$ cat config.mk
export PLATFORM = sky130hd
export DESIGN_NAME = oerfsm_ctrl
export DESIGN_NICKNAME = d
export VERILOG_FILES = /design/src/logic/oerfsm_pkg.sv /design/src/logic/oerfsm_ctrl.sv
export SDC_FILE = /design/constraint.sdc
export NUM_CORES = 1
export LEC_CHECK = 0
export ABC_AREA = 1
export ABC_CLOCK_PERIOD_IN_PS = 3800
export BUFFER_PORTS_ARGS = -buffer_cell sky130_fd_sc_hd__buf_2
export CORE_ASPECT_RATIO = 0.7
export CORE_UTILIZATION = 52
export CTS_CLUSTER_SIZE = 30
export DETAILED_ROUTE_END_ITERATION = 8
export GPL_TIMING_DRIVEN = 0
export PLACE_DENSITY = 0.75
export SETUP_SLACK_MARGIN = 0.15
export SYNTH_ARGS = -nofsm -noshare
export SYNTH_HDL_FRONTEND = slang
export SYNTH_SLANG_ARGS = --single-unit
$ cat constraint.sdc
create_clock -name clk_sys -period 3.8 [get_ports clk_sys]
set_input_delay 0.19 -clock clk_sys [delete_from_list [all_inputs] [get_ports clk_sys]]
set_output_delay 0.19 -clock clk_sys [all_outputs]
set_load 0.05 [all_outputs]
$ cat src/logic/oerfsm_pkg.sv
// package for the output-port error recovery state machine
package oerfsm_pkg;
   localparam int unsigned ACKID_W       = 3;
   localparam int unsigned TMO_US        = 100;
   localparam int unsigned CLK_MHZ       = 25;
   localparam int unsigned TMO_CYC       = TMO_US * CLK_MHZ;
   localparam int unsigned TMO_THRESH    = 1;
   localparam int unsigned TMR_W         = 16;
   localparam logic [3:0]  CNT_W         = 4'h4;

   typedef enum logic [2:0] {
      OERFSM_DISABLED = 3'b000,
      OERFSM_WAIT     = 3'b001,
      OERFSM_STOP     = 3'b010,
      OERFSM_RECOVER  = 3'b011,
      OERFSM_FATAL    = 3'b100
   } oerfsm_state_t;

   // link-response from the attached device
   typedef struct packed {
      logic                 valid;
      logic [ACKID_W-1:0]   ackid;
   } oerfsm_rsp_t;

   // port status flags shown to the rest of the port
   typedef struct packed {
      logic port_ready;
      logic out_err_stopped;
      logic port_error;
   } oerfsm_stat_t;
endpackage

$ cat src/logic/oerfsm_ctrl.sv
// output-port error recovery state machine
`timescale 1ns/1ps
// Contract
// - reset idles disabled until recovery enabled
// - only output-port errors start stop-output
// - packet-not-accepted symbol is recoverable output error
// - stop-output halts packets, sends a link-request on entry and after each non-fatal timeout
// - stop-output: ready clear, stopped set, errors ignored
// - stay stopped until response or timeout
// - count timeouts against threshold before fatal
// - outstanding returned ackID moves to recover
// - nothing outstanding: next ackID counts valid
// - unknown ackID or final timeout goes fatal
// - retransmit from returned ackID onward
// - retire earlier ackIDs as accepted
// - update scoreboard before restarting output
// - stay in recover until procedure done
// - once retransmission started, back to waiting
// - fatal: clear stopped, set port error, sys error
// - stay fatal until shutdown completes
// - then wait, output port stays off; port_off holds, but a later recovery raises port_ready and clears tx_halt
module oerfsm_ctrl #(
   parameter int unsigned AW        = oerfsm_pkg::ACKID_W,
   parameter int unsigned TMO_LIMIT = oerfsm_pkg::TMO_CYC,
   parameter int unsigned THRESH    = oerfsm_pkg::TMO_THRESH
) (
   input  wire logic                      clk_sys,
   input  wire logic                      rst_b,
   input  wire logic                      recov_en,
   input  wire logic                      train_done,
   input  wire logic                      out_err,
   input  wire logic                      in_err,
   input  wire logic                      pna_rcvd,
   input  wire logic [oerfsm_pkg::TMR_W-1:0] tmo_period,
   input  wire oerfsm_pkg::oerfsm_rsp_t   link_rsp,
   input  wire logic [AW-1:0]             oldest_ackid,
   input  wire logic [AW-1:0]             next_ackid,
   input  wire logic                      retx_started,
   input  wire logic                      shutdown_done,
   output logic                           send_link_req,
   output logic                           tx_halt,
   output logic                           retire_req,
   output logic [AW-1:0]                  retire_upto,
   output logic                           retx_req,
   output logic [AW-1:0]                  retx_ackid,
   output logic                           sys_error,
   output logic                           port_off,
   output oerfsm_pkg::oerfsm_stat_t       status
);
   import oerfsm_pkg::*;

   // refused at elaboration: the counters below cannot serve these values
   if (AW < 1 || AW > 8) begin : g_bad_aw
      $error("oerfsm_ctrl: AW out of range");
   end
   if (THRESH < 1 || THRESH > 15) begin : g_bad_thresh
      $error("oerfsm_ctrl: THRESH out of range");
   end
   if (TMO_LIMIT < 1 || TMO_LIMIT > (1 << TMR_W)) begin : g_bad_tmo
      $error("oerfsm_ctrl: TMO_LIMIT does not fit the timer");
   end

   ////////////////////////////////////////////////////////////////////////////
   oerfsm_state_t      state_q, state_d;
   logic [TMR_W-1:0]   tmr_q;
   logic [3:0]         tmo_cnt_q;
   logic               tmo_hit;
   logic               rsp_ok;
   logic               err_go;
   logic               upd_done_q;
   logic [AW-1:0]      span_out, span_rsp;

   // modular distance handles ackID wrap
   assign span_out = AW'(next_ackid - oldest_ackid);
   assign span_rsp = AW'(link_rsp.ackid - oldest_ackid);
   assign rsp_ok   = (span_rsp < span_out) || (link_rsp.ackid == next_ackid);
   assign err_go   = out_err | pna_rcvd;
   // a zero period would wrap to the longest wait; treat it as the default
   assign tmo_hit  = (tmo_period == '0) ? (tmr_q >= TMR_W'(TMO_LIMIT - 1)) : (tmr_q >= tmo_period - 1'b1);

   ////////////////////////////////////////////////////////////////////////////
   always_comb begin
      state_d = state_q;
      unique case (state_q)
         OERFSM_DISABLED: if (recov_en && train_done) state_d = OERFSM_WAIT;
         OERFSM_WAIT: begin
            if (!recov_en) state_d = OERFSM_DISABLED;
            else if (err_go) state_d = OERFSM_STOP;
         end
         OERFSM_STOP: begin
            if (link_rsp.valid) state_d = rsp_ok ? OERFSM_RECOVER : OERFSM_FATAL;
            else if (tmo_hit && (tmo_cnt_q + 4'h1 >= 4'(THRESH))) state_d = OERFSM_FATAL;
         end
         // leave only once the restart flags stand, else they would never be raised
         OERFSM_RECOVER: if (status.port_ready && retx_started) state_d = OERFSM_WAIT;
         OERFSM_FATAL: if (shutdown_done) state_d = OERFSM_WAIT;
         default: state_d = OERFSM_DISABLED;
      endcase
   end

   always_ff @(posedge clk_sys or negedge rst_b) begin
      if (!rst_b) state_q <= OERFSM_DISABLED;
      else state_q <= state_d;
   end

   ////////////////////////////////////////////////////////////////////////////
   // response timer; restarts and resends link-request on a non-fatal timeout
   always_ff @(posedge clk_sys or negedge rst_b) begin
      if (!rst_b) begin
         tmr_q     <= '0;
         tmo_cnt_q <= '0;
      end else if (state_q != OERFSM_STOP) begin
         tmr_q     <= '0;
         tmo_cnt_q <= '0;
      end else if (tmo_hit) begin
         tmr_q     <= '0;
         tmo_cnt_q <= tmo_cnt_q + 4'h1;
      end else begin
         tmr_q <= tmr_q + 1'b1;
      end
   end

   always_ff @(posedge clk_sys or negedge rst_b) begin
      if (!rst_b) send_link_req <= 1'b0;
      else send_link_req <= ((state_q == OERFSM_WAIT) && (state_d == OERFSM_STOP))
                            || ((state_q == OERFSM_STOP) && (state_d == OERFSM_STOP) && tmo_hit);
   end

   ////////////////////////////////////////////////////////////////////////////
   // scoreboard update pulse first, restart flags two cycles later
   always_ff @(posedge clk_sys or negedge rst_b) begin
      if (!rst_b) begin
         retire_req  <= 1'b0;
         retire_upto <= '0;
         retx_req    <= 1'b0;
         retx_ackid  <= '0;
         upd_done_q  <= 1'b0;
      end else begin
         retire_req <= (state_q == OERFSM_STOP) && (state_d == OERFSM_RECOVER);
         retx_req   <= (state_q == OERFSM_STOP) && (state_d == OERFSM_RECOVER);
         if ((state_q == OERFSM_STOP) && link_rsp.valid) begin
            retire_upto <= link_rsp.ackid;
            retx_ackid  <= link_rsp.ackid;
         end
         upd_done_q <= (state_q == OERFSM_RECOVER);
      end
   end

   ////////////////////////////////////////////////////////////////////////////
   always_ff @(posedge clk_sys or negedge rst_b) begin
      if (!rst_b) begin
         status    <= '0;
         tx_halt   <= 1'b0;
         sys_error <= 1'b0;
         port_off  <= 1'b0;
      end else begin
         unique case (state_d)
            OERFSM_STOP: begin
               status.port_ready      <= 1'b0;
               status.out_err_stopped <= 1'b1;
               tx_halt                <= 1'b1;
            end
            OERFSM_RECOVER: if (upd_done_q) begin
               status.out_err_stopped <= 1'b0;
               status.port_ready      <= 1'b1;
               tx_halt                <= 1'b0;
            end
            OERFSM_FATAL: begin
               status.out_err_stopped <= 1'b0;
               status.port_error      <= 1'b1;
               port_off               <= 1'b1;
            end
            OERFSM_WAIT: if (state_q == OERFSM_DISABLED) begin
               status.port_ready <= !port_off;
               tx_halt           <= port_off;
            end
            default: ;
         endcase
         sys_error <= (state_d == OERFSM_FATAL);
      end
   end

   ////////////////////////////////////////////////////////////////////////////
   chk_stop_entry_req: assert property (@(posedge clk_sys) disable iff (!rst_b)
      (state_q == OERFSM_WAIT && state_d == OERFSM_STOP) |=> send_link_req && tx_halt)
      else $error("no link-request on stop entry");
   chk_stop_flags: assert property (@(posedge clk_sys) disable iff (!rst_b)
      (state_q == OERFSM_STOP) |-> !status.port_ready && status.out_err_stopped)
      else $error("stop-output flags wrong");
   chk_input_err_ignored: assert property (@(posedge clk_sys) disable iff (!rst_b)
      (state_q == OERFSM_WAIT && recov_en && in_err && !err_go) |=> state_q == OERFSM_WAIT)
      else $error("input error started output recovery");
   chk_bad_ackid_fatal: assert property (@(posedge clk_sys) disable iff (!rst_b)
      (state_q == OERFSM_STOP && link_rsp.valid && !rsp_ok) |=> state_q == OERFSM_FATAL)
      else $error("bad ackID not fatal");
   // the retransmit pulse rises with the state, so both are seen on the same edge
   chk_good_ackid_rec: assert property (@(posedge clk_sys) disable iff (!rst_b)
      (state_q == OERFSM_STOP && link_rsp.valid && rsp_ok) |=> state_q == OERFSM_RECOVER && retx_req)
      else $error("good ackID not recovered");
   chk_fatal_flags: assert property (@(posedge clk_sys) disable iff (!rst_b)
      $rose(state_q == OERFSM_FATAL) |-> sys_error && status.port_error && !status.out_err_stopped)
      else $error("fatal flags wrong");
   chk_restart_order: assert property (@(posedge clk_sys) disable iff (!rst_b)
      $rose(status.port_ready) && state_q == OERFSM_RECOVER |-> $past(retire_req, 2))
      else $error("restart before scoreboard update");
   chk_disabled_hold: assert property (@(posedge clk_sys) disable iff (!rst_b)
      (state_q == OERFSM_DISABLED && !(recov_en && train_done)) |=> state_q == OERFSM_DISABLED)
      else $error("left disabled early");
   chk_fatal_exit: assert property (@(posedge clk_sys) disable iff (!rst_b)
      (state_q == OERFSM_FATAL && shutdown_done) |=> state_q == OERFSM_WAIT && port_off)
      else $error("fatal exit wrong");
   chk_stop_hold: assert property (@(posedge clk_sys) disable iff (!rst_b)
      (state_q == OERFSM_STOP && !link_rsp.valid && !tmo_hit) |=> state_q == OERFSM_STOP)
      else $error("left stop-output without cause");
   chk_recover_hold: assert property (@(posedge clk_sys) disable iff (!rst_b)
      (state_q == OERFSM_RECOVER && !retx_started) |=> state_q == OERFSM_RECOVER)
      else $error("left recover before retransmission");
   cov_recover: cover property (@(posedge clk_sys) disable iff (!rst_b)
      state_q == OERFSM_RECOVER ##[1:20] state_q == OERFSM_WAIT);
   cov_timeout_fatal: cover property (@(posedge clk_sys) disable iff (!rst_b)
      state_q == OERFSM_STOP && tmo_hit ##1 state_q == OERFSM_FATAL);
   cov_pna: cover property (@(posedge clk_sys) disable iff (!rst_b)
      state_q == OERFSM_WAIT && pna_rcvd ##1 state_q == OERFSM_STOP);
   cov_resend: cover property (@(posedge clk_sys) disable iff (!rst_b)
      state_q == OERFSM_STOP && tmo_hit ##1 state_q == OERFSM_STOP && send_link_req);
   cov_recov_off: cover property (@(posedge clk_sys) disable iff (!rst_b)
      state_q == OERFSM_WAIT && !recov_en ##1 state_q == OERFSM_DISABLED);
endmodule

## After elaboration in Yosys (flattened, before gate mapping)

Cells that the tools add are included.
W data, S select, Z words.

| operators by class | value |
|---|---|
| equal/unequal tests | 12 |
| bitwise operators | 1 |
| divide/modulo/power cells | 0 |
| $mul | 0 |
| add/sub/neg operators | 5 |
| reduce and logical (&&, ||, !) cells | 18 |
| multiplexer cells | 21 |
| shift-type cells | 0 |
| $lt $le $gt $ge | 4 |

Operators by type and width:

| kind | number |
|---|---|
| $mux W16 | 2 |
| $mux W3 | 8 |
| $add A16 B1 Y16 const B | 1 |
| $ge A16 B12 Y1 const B | 1 |
| $ge A16 B16 Y1 | 1 |
| $logic_not A16 Y1 | 1 |
| $sub A16 B1 Y16 const B | 1 |
| $pmux W3 S5 | 1 |
| $eq A3 B2 Y1 const B | 4 |
| $pmux W1 S3 | 3 |
| $logic_and A1 B1 Y1 | 8 |
| $mux W4 | 2 |
| $eq A3 B1 Y1 const B | 2 |
| $eq A3 B3 Y1 const B | 2 |
| $reduce_bool A3 Y1 | 2 |
| $sub A3 B3 Y3 | 2 |
| $add A4 B1 Y4 const B | 1 |
| $ge A4 B1 Y1 const B | 1 |
| $mux W1 | 4 |
| $ne A2 B2 Y1 const B | 2 |
| $eq A3 B3 Y1 | 1 |
| $logic_not A3 Y1 | 1 |
| $lt A3 B3 Y1 | 1 |
| $ne A3 B2 Y1 const B | 1 |
| 7 further kinds | 8 |

| word-level totals | value |
|---|---|
| bits in read-only memories | 0 |
| bits in writable memories | 0 |
| memories | 0 |
| input port bits | 35 |
| output and inout bits | 15 |
| logic and storage cells | 73 |
| register bits | 34 |
| latch bits | 0 |

## Longest topological paths before layout

| logic depth | value |
|---|---|
| depth after elaboration | 11 |
| depth in mapped cells | 25 |
| mapped depth without buffers | 25 |

## Least setup slack after synthesis

No wires, ideal clock.

| path | value |
|---|---|
| path kind | in2reg |
| start point | input port tmo_period[2] (netlist bit) |
| end point | register status[2] (netlist bit) |
| arrival | 2.678 ns |
| setup time | 0.118 ns |
| slack | 1.005 ns |
| stages on the path | 25 |
| buffers on the path | 0 |
| path through | nor2_1 > nand2_1 > nor3_2 > nand2_1 > nor4_4 > nand2_2 > nor3_2 > nand3_1 > xor2_1 > inv_1 > ha_1 > a21oi_1 > o21ai_0 > nor2_1 > nand3_2 > nand3_2 > nand2_2 > nand2_2 > nand2_4 > nand2_8 > clkinv_4 > nand2_4 > nand2_2 > nand2_1 > nand2_1 |

| between the ends | value |
|---|---|
| cells in the longest elaborated chain, start to end | 10 |
| elaborated cells on any way between the ends | 16 |
| those cells by class | 1 x add/sub; 1 x order compare; 5 x eq/ne; 5 x mux; 4 x reduce/logical |

RTL lines:

| element | RTL line | RTL |
|---|---|---|
| start, declared | oerfsm_ctrl.sv:34 | `input wire logic [oerfsm_pkg::TMR_W-1:0] tmo_period,` |
| $sub A16 B1 Y16 | oerfsm_ctrl.sv:79 | `assign tmo_hit = (tmo_period == '0) ? (tmr_q >= TMR_W'(TMO_LIMIT - 1)) : (tmr_q >= tmo_period - 1'b1);` |
| $ge A16 B16 Y1 | oerfsm_ctrl.sv:79 |  |
| $mux W1 (*) | oerfsm_ctrl.sv:79 |  |
| $logic_and A1 B1 Y1 (*) | oerfsm_ctrl.sv:92 | `else if (tmo_hit && (tmo_cnt_q + 4'h1 >= 4'(THRESH))) state_d = OERFSM_FATAL;` |
| $mux W3 (*) | oerfsm_ctrl.sv:92 |  |
| $mux W3 (*) | oerfsm_ctrl.sv:91 | `if (link_rsp.valid) state_d = rsp_ok ? OERFSM_RECOVER : OERFSM_FATAL;` |
| $pmux W3 S5 (*) | oerfsm_ctrl.sv:84 | `unique case (state_q)` |
| via state_d[1] | oerfsm_ctrl.sv:64 | `oerfsm_state_t state_q, state_d;` |
| $eq A3 B1 Y1 or $eq A3 B2 Y1 (tied branches) | oerfsm_ctrl.sv:157 | `unique case (state_d)` |
| $ne A2 B2 Y1 (no line) or $reduce_bool A3 Y1 (tied branches) | -- |  |
| $reduce_and A3 Y1 (no line) | -- |  |
| end, declared | oerfsm_ctrl.sv:48 | `output oerfsm_pkg::oerfsm_stat_t status` |

The timed path passes the listed nets; every way through them passes the cells marked *.
A chain may end at the register's enable or synchronous reset.

## Final worst setup path

Ends and elaborated chain as after synthesis.

==> flow_results.xml <==
<?xml version="1.0" encoding="UTF-8"?>
<metrics>
  <group name="status">
    <metric name="outcome" unit="">completed</metric>
  </group>
  <group name="worst_hold_path">
    <metric name="holdCritPathClass" unit="">input port to flop</metric>
    <metric name="hp-start" unit="">link_rsp[2]</metric>
  </group>
  <group name="worst_setup_path">
    <metric name="cp_data_arrival_time" unit="ps">3260</metric>
    <metric name="regToRegStartpoint" unit="">tmr_q[15]</metric>
    <metric name="worst-endpoint-required" unit="ps">3990</metric>
    <metric name="worstPathBufferInverterCount" unit="">3</metric>
    <metric name="timing.critical_path.slowest_cell_delay" unit="ps">310</metric>
    <metric name="timing_worst_setup_path_type" unit="">input port to flop</metric>
    <metric name="crit_slowest_cell" unit="">sky130_fd_sc_hd__ha_1</metric>
    <metric name="r2r_slack" unit="ps">1730</metric>
    <metric name="cp_top_family" unit="">simple AND/OR/NAND/NOR gates</metric>
    <metric name="crit_start" unit="">tmo_period[2]</metric>
    <metric name="cp-end-kind" unit="">flop</metric>
    <metric name="cp-start-kind" unit="">input port</metric>
    <metric name="crit_path_max_fanout" unit="">6</metric>
  </group>
  <group name="sta">
    <metric name="slew-limit-headroom" unit="%">49.10</metric>
    <metric name="achievable-frequency" unit="GHz">0.3256</metric>
    <metric name="final_worst_slack" unit="ps">728.8</metric>
    <metric name="tns_setup" unit="ps">0</metric>
    <metric name="timing.final.hold_violations" unit="">0</metric>
    <metric name="tightestPinTransition" unit="ps">763.5</metric>
    <metric name="period_needed" unit="ps">3071</metric>
    <metric name="setup_repair_after_global_routing_missed_its_margin" unit="">no</metric>
    <metric name="min_period_over_period" unit="%">80.82</metric>
    <metric name="final.setup_skew" unit="ps">7.769</metric>
    <metric name="drv_slew" unit="">0</metric>
    <metric name="setup_viol" unit="">0</metric>
  </group>
  <group name="logic_synthesis">
    <metric name="synthesis.instances" unit="">350</metric>
    <metric name="post_synth.cell_area_avg" unit="sq um">7.947</metric>
    <metric name="yosys_reg_bits" unit="">34</metric>
    <metric name="post_synth_num_cell_types" unit="">38</metric>
    <metric name="syn_area" unit="sq um">2781</metric>
    <metric name="seq_area_frac_synth" unit="%">30.59</metric>
    <metric name="async_reset_ff_share" unit="%">100.0</metric>
    <metric name="synth_warnings" unit="">0</metric>
    <metric name="synth.net_count" unit="">411</metric>
    <metric name="synth-edff-count" unit="">0</metric>
    <metric name="synth_flop_type" unit="">sky130_fd_sc_hd__dfrtp_1</metric>
  </group>
  <group name="global_route">
    <metric name="grt_max_degree" unit="">35</metric>
    <metric name="via_count_of_the_first_global_routing_pass" unit="">2171</metric>
    <metric name="grt.overflow.total" unit="">0</metric>
    <metric name="grt_use_met3" unit="%">4.325</metric>
    <metric name="grt_usage" unit="%">21.52</metric>
    <metric name="grt_pass1_wl" unit="mm">9.356</metric>
    <metric name="grt.busiest_layer" unit="">met2</metric>
    <metric name="grt_antenna_before_repair" unit="">0</metric>
    <metric name="globalRouteMet1Util" unit="%">30.50</metric>
    <metric name="gr-usage-met2" unit="%">32.82</metric>
  </group>
  <group name="cells_and_area">
    <metric name="antennaDiodeCount" unit="">0</metric>
    <metric name="mostFrequentLayoutCell" unit="">sky130_fd_sc_hd__nand2_1</metric>
    <metric name="layout_common_cells" unit="">sky130_fd_sc_hd__nand2_1 (63), sky130_fd_sc_hd__inv_1 (59), sky130_fd_sc_hd__buf_2 (48)</metric>
    <metric name="final_util" unit="%">64.53</metric>
    <metric name="layout-drive-gt1-share" unit="%">24.82</metric>
    <metric name="n_fill_cell" unit="">450</metric>
    <metric name="fin_cells" unit="">476</metric>
    <metric name="num-nets-final" unit="">467</metric>
    <metric name="area_growth_syn_to_layout" unit="%">15.20</metric>
  </group>
  <group name="power_and_ir_drop">
    <metric name="power_density" unit="nW/um^2">424.7</metric>
    <metric name="power" unit="mW">1.361</metric>
    <metric name="peakVddDrop" unit="V">0.0004679</metric>
    <metric name="p_sw_share" unit="%">45.67</metric>
    <metric name="p_int" unit="mW">0.7394</metric>
    <metric name="share_seq_of_total_power" unit="%">33.8</metric>
    <metric name="combPwrFrac" unit="%">46.4</metric>
    <metric name="switching_power" unit="mW">0.6215</metric>
    <metric name="pwr-share-clk" unit="%">19.8</metric>
    <metric name="static-leakage-power" unit="nW">1.626</metric>
  </group>
  <group name="detailed_routing">
    <metric name="routed_wirelength" unit="mm">5.421</metric>
    <metric name="antenna_left" unit="">0</metric>
    <metric name="count_of_vias_placed_by_the_detailed_router" unit="">2319</metric>
    <metric name="drt-pass1-iter-count" unit="">4</metric>
    <metric name="drt_iter0_drc" unit="">106</metric>
    <metric name="drcViolationCount" unit="">0</metric>
    <metric name="post_drt_wl_per_cell" unit="microns">11.39</metric>
    <metric name="detail_route.vias_per_cell" unit="">4.872</metric>
  </group>
  <group name="die">
    <metric name="core" unit="sq um">4966</metric>
    <metric name="start_util" unit="%">56.01</metric>
    <metric name="die_area" unit="sq um">5650</metric>
    <metric name="row_count" unit="">21</metric>
    <metric name="dieWidth" unit="microns">89.42</metric>
    <metric name="dieHeight" unit="microns">63.19</metric>
    <metric name="io_pins" unit="">50</metric>
  </group>
  <group name="placement">
    <metric name="post-place-ws" unit="ps">395.4</metric>
    <metric name="gp_routability_congestion" unit="">0.8037</metric>
    <metric name="hpwlAfterDp" unit="mm">4.454</metric>
    <metric name="placed_cells" unit="">467</metric>
    <metric name="io_buffer_count" unit="">48</metric>
  </group>
  <group name="clock_network">
    <metric name="clk_pin_slew" unit="ps">70</metric>
    <metric name="insertion_delay" unit="ps">290</metric>
    <metric name="cts.sink_count" unit="">34</metric>
    <metric name="cts-htree-levels" unit="">2</metric>
    <metric name="clk_path_buf_depth" unit="">2</metric>
    <metric name="cts_buffers" unit="">5</metric>
    <metric name="cts_tree" unit="">done</metric>
    <metric name="post_cts.resized_instances" unit="">0</metric>
    <metric name="cts_root_buf" unit="">sky130_fd_sc_hd__clkbuf_8</metric>
  </group>
  <group name="job">
    <metric name="maxCapViolCount" unit="">0</metric>
  </group>
</metrics>
## synthesized netlist by cell type, types with 2 or more instances
cell | count | area, sq um
sky130_fd_sc_hd__nor3_1 | 6 | 30.03
sky130_fd_sc_hd__nand2_4 | 2 | 22.52
sky130_fd_sc_hd__nor2_4 | 2 | 22.52
sky130_fd_sc_hd__a31oi_1 | 2 | 12.51
sky130_fd_sc_hd__o21ai_1 | 2 | 10.01
sky130_fd_sc_hd__nand4_1 | 6 | 37.54
sky130_fd_sc_hd__nand2_2 | 7 | 43.79
sky130_fd_sc_hd__inv_1 | 59 | 221.5
sky130_fd_sc_hd__o21ai_0 | 7 | 35.03
sky130_fd_sc_hd__ha_1 | 24 | 300.3
sky130_fd_sc_hd__xor2_1 | 13 | 113.9
sky130_fd_sc_hd__nor2_2 | 2 | 12.51
sky130_fd_sc_hd__dfrtp_1 | 34 | 850.8
sky130_fd_sc_hd__a21oi_1 | 16 | 80.08
sky130_fd_sc_hd__nor2_1 | 35 | 131.4
sky130_fd_sc_hd__inv_2 | 7 | 26.28
sky130_fd_sc_hd__nand3_1 | 16 | 80.08
sky130_fd_sc_hd__nor3_2 | 7 | 70.07
sky130_fd_sc_hd__nand3_2 | 4 | 40.04
sky130_fd_sc_hd__fa_1 | 2 | 40.04
sky130_fd_sc_hd__nand2_1 | 63 | 236.5
sky130_fd_sc_hd__xnor2_1 | 14 | 122.6
sky130_fd_sc_hd__buf_4 | 5 | 37.54
## area by class of cell
class | count | area [sq um] | area share, %
Clock buffer | 6 | 72.57 | 2.265
Buffer | 6 | 48.80 | 1.523
Clock inverter | 2 | 13.76 | 0.4295
Sequential cell | 34 | 850.8 | 26.55
Inverter | 67 | 256.5 | 8.005
Multi-Input combinational cell | 243 | 1625 | 50.72
Tap cell | 69 | 86.33 | 2.694
Timing Repair Buffer | 49 | 250.2 | 7.809
## power groups by stage
stage	combinational, mW	clock (mW)	sequential (mW)
6_report	0.631	0.270	0.460
5_1_grt	0.683	0.292	0.471
4_1_cts	0.634	0.272	0.461
3_5_place_dp	0.629	0	0.467
3_3_place_gp	0.623	0	0.466
2_1_floorplan	0.366	0	0.587
## worst paths after layout
path / endpoint / depth (start not counted)
worst max-delay path: status[2] / 26
worst max register to register: status[2] / 15
max in group asynchronous: retx_ackid[0] / 2
worst min register to register: status[1] / 2
min in group asynchronous: tmr_q[15] / 2
worst min-delay path: retx_ackid[2] / 3
## metal layers
layer / share of wire [%] / vias up / routed length (microns)
met5: 0 / - / 0
met4: 0.66 / 0 / 36
met3: 2.5 / 5 / 138
met2: 45 / 34 / 2432
met1: 52 / 1056 / 2814
li1: - / 1224 / -
## flip-flops by register name, summed over array words and instances, names as in the netlist
signal	count
tx_halt	1
tmr_q	16
retx_ackid	3
state_q	3
retx_req	1
status	3
send_link_req	1
tmo_cnt_q	4
sys_error	1
upd_done_q	1
## repair_timing
action | CTS | global route
endpoints found under the hold margin | 29 | 0
setup buffers | 0 | 0
hold buffers | 1 | 0
## cells by family (layout without fill, tap and decap cells)
family	count (synthesis)	after routing	share of synthesized area, %
buf+inv	73	130	10.98
xor+xnor	27	27	8.502
compound gates	33	33	7.557
fa+ha+maj	26	26	12.24
simple gates	157	157	30.14
flops	34	34	30.59
## worst reg2reg max path: cells and delay by family, from the launching register on
family,cells,cell delay [ps]
compound gates,2,260
fa+ha+maj,1,350
buf+inv,1,60
simple gates,11,880
flops,1,420
## through the flow
stage / hold slack [ps] / instance area, sq um
4_1_cts: 147.1 / 3204
3_5_place_dp: 302.8 / 3108
3_3_place_gp: 300.6 / 3108
2_1_floorplan: -105.6 / 2781
5_1_grt: 144.5 / 3204
6_report: 149.9 / 3204
(Power assumes the default switching activity.)
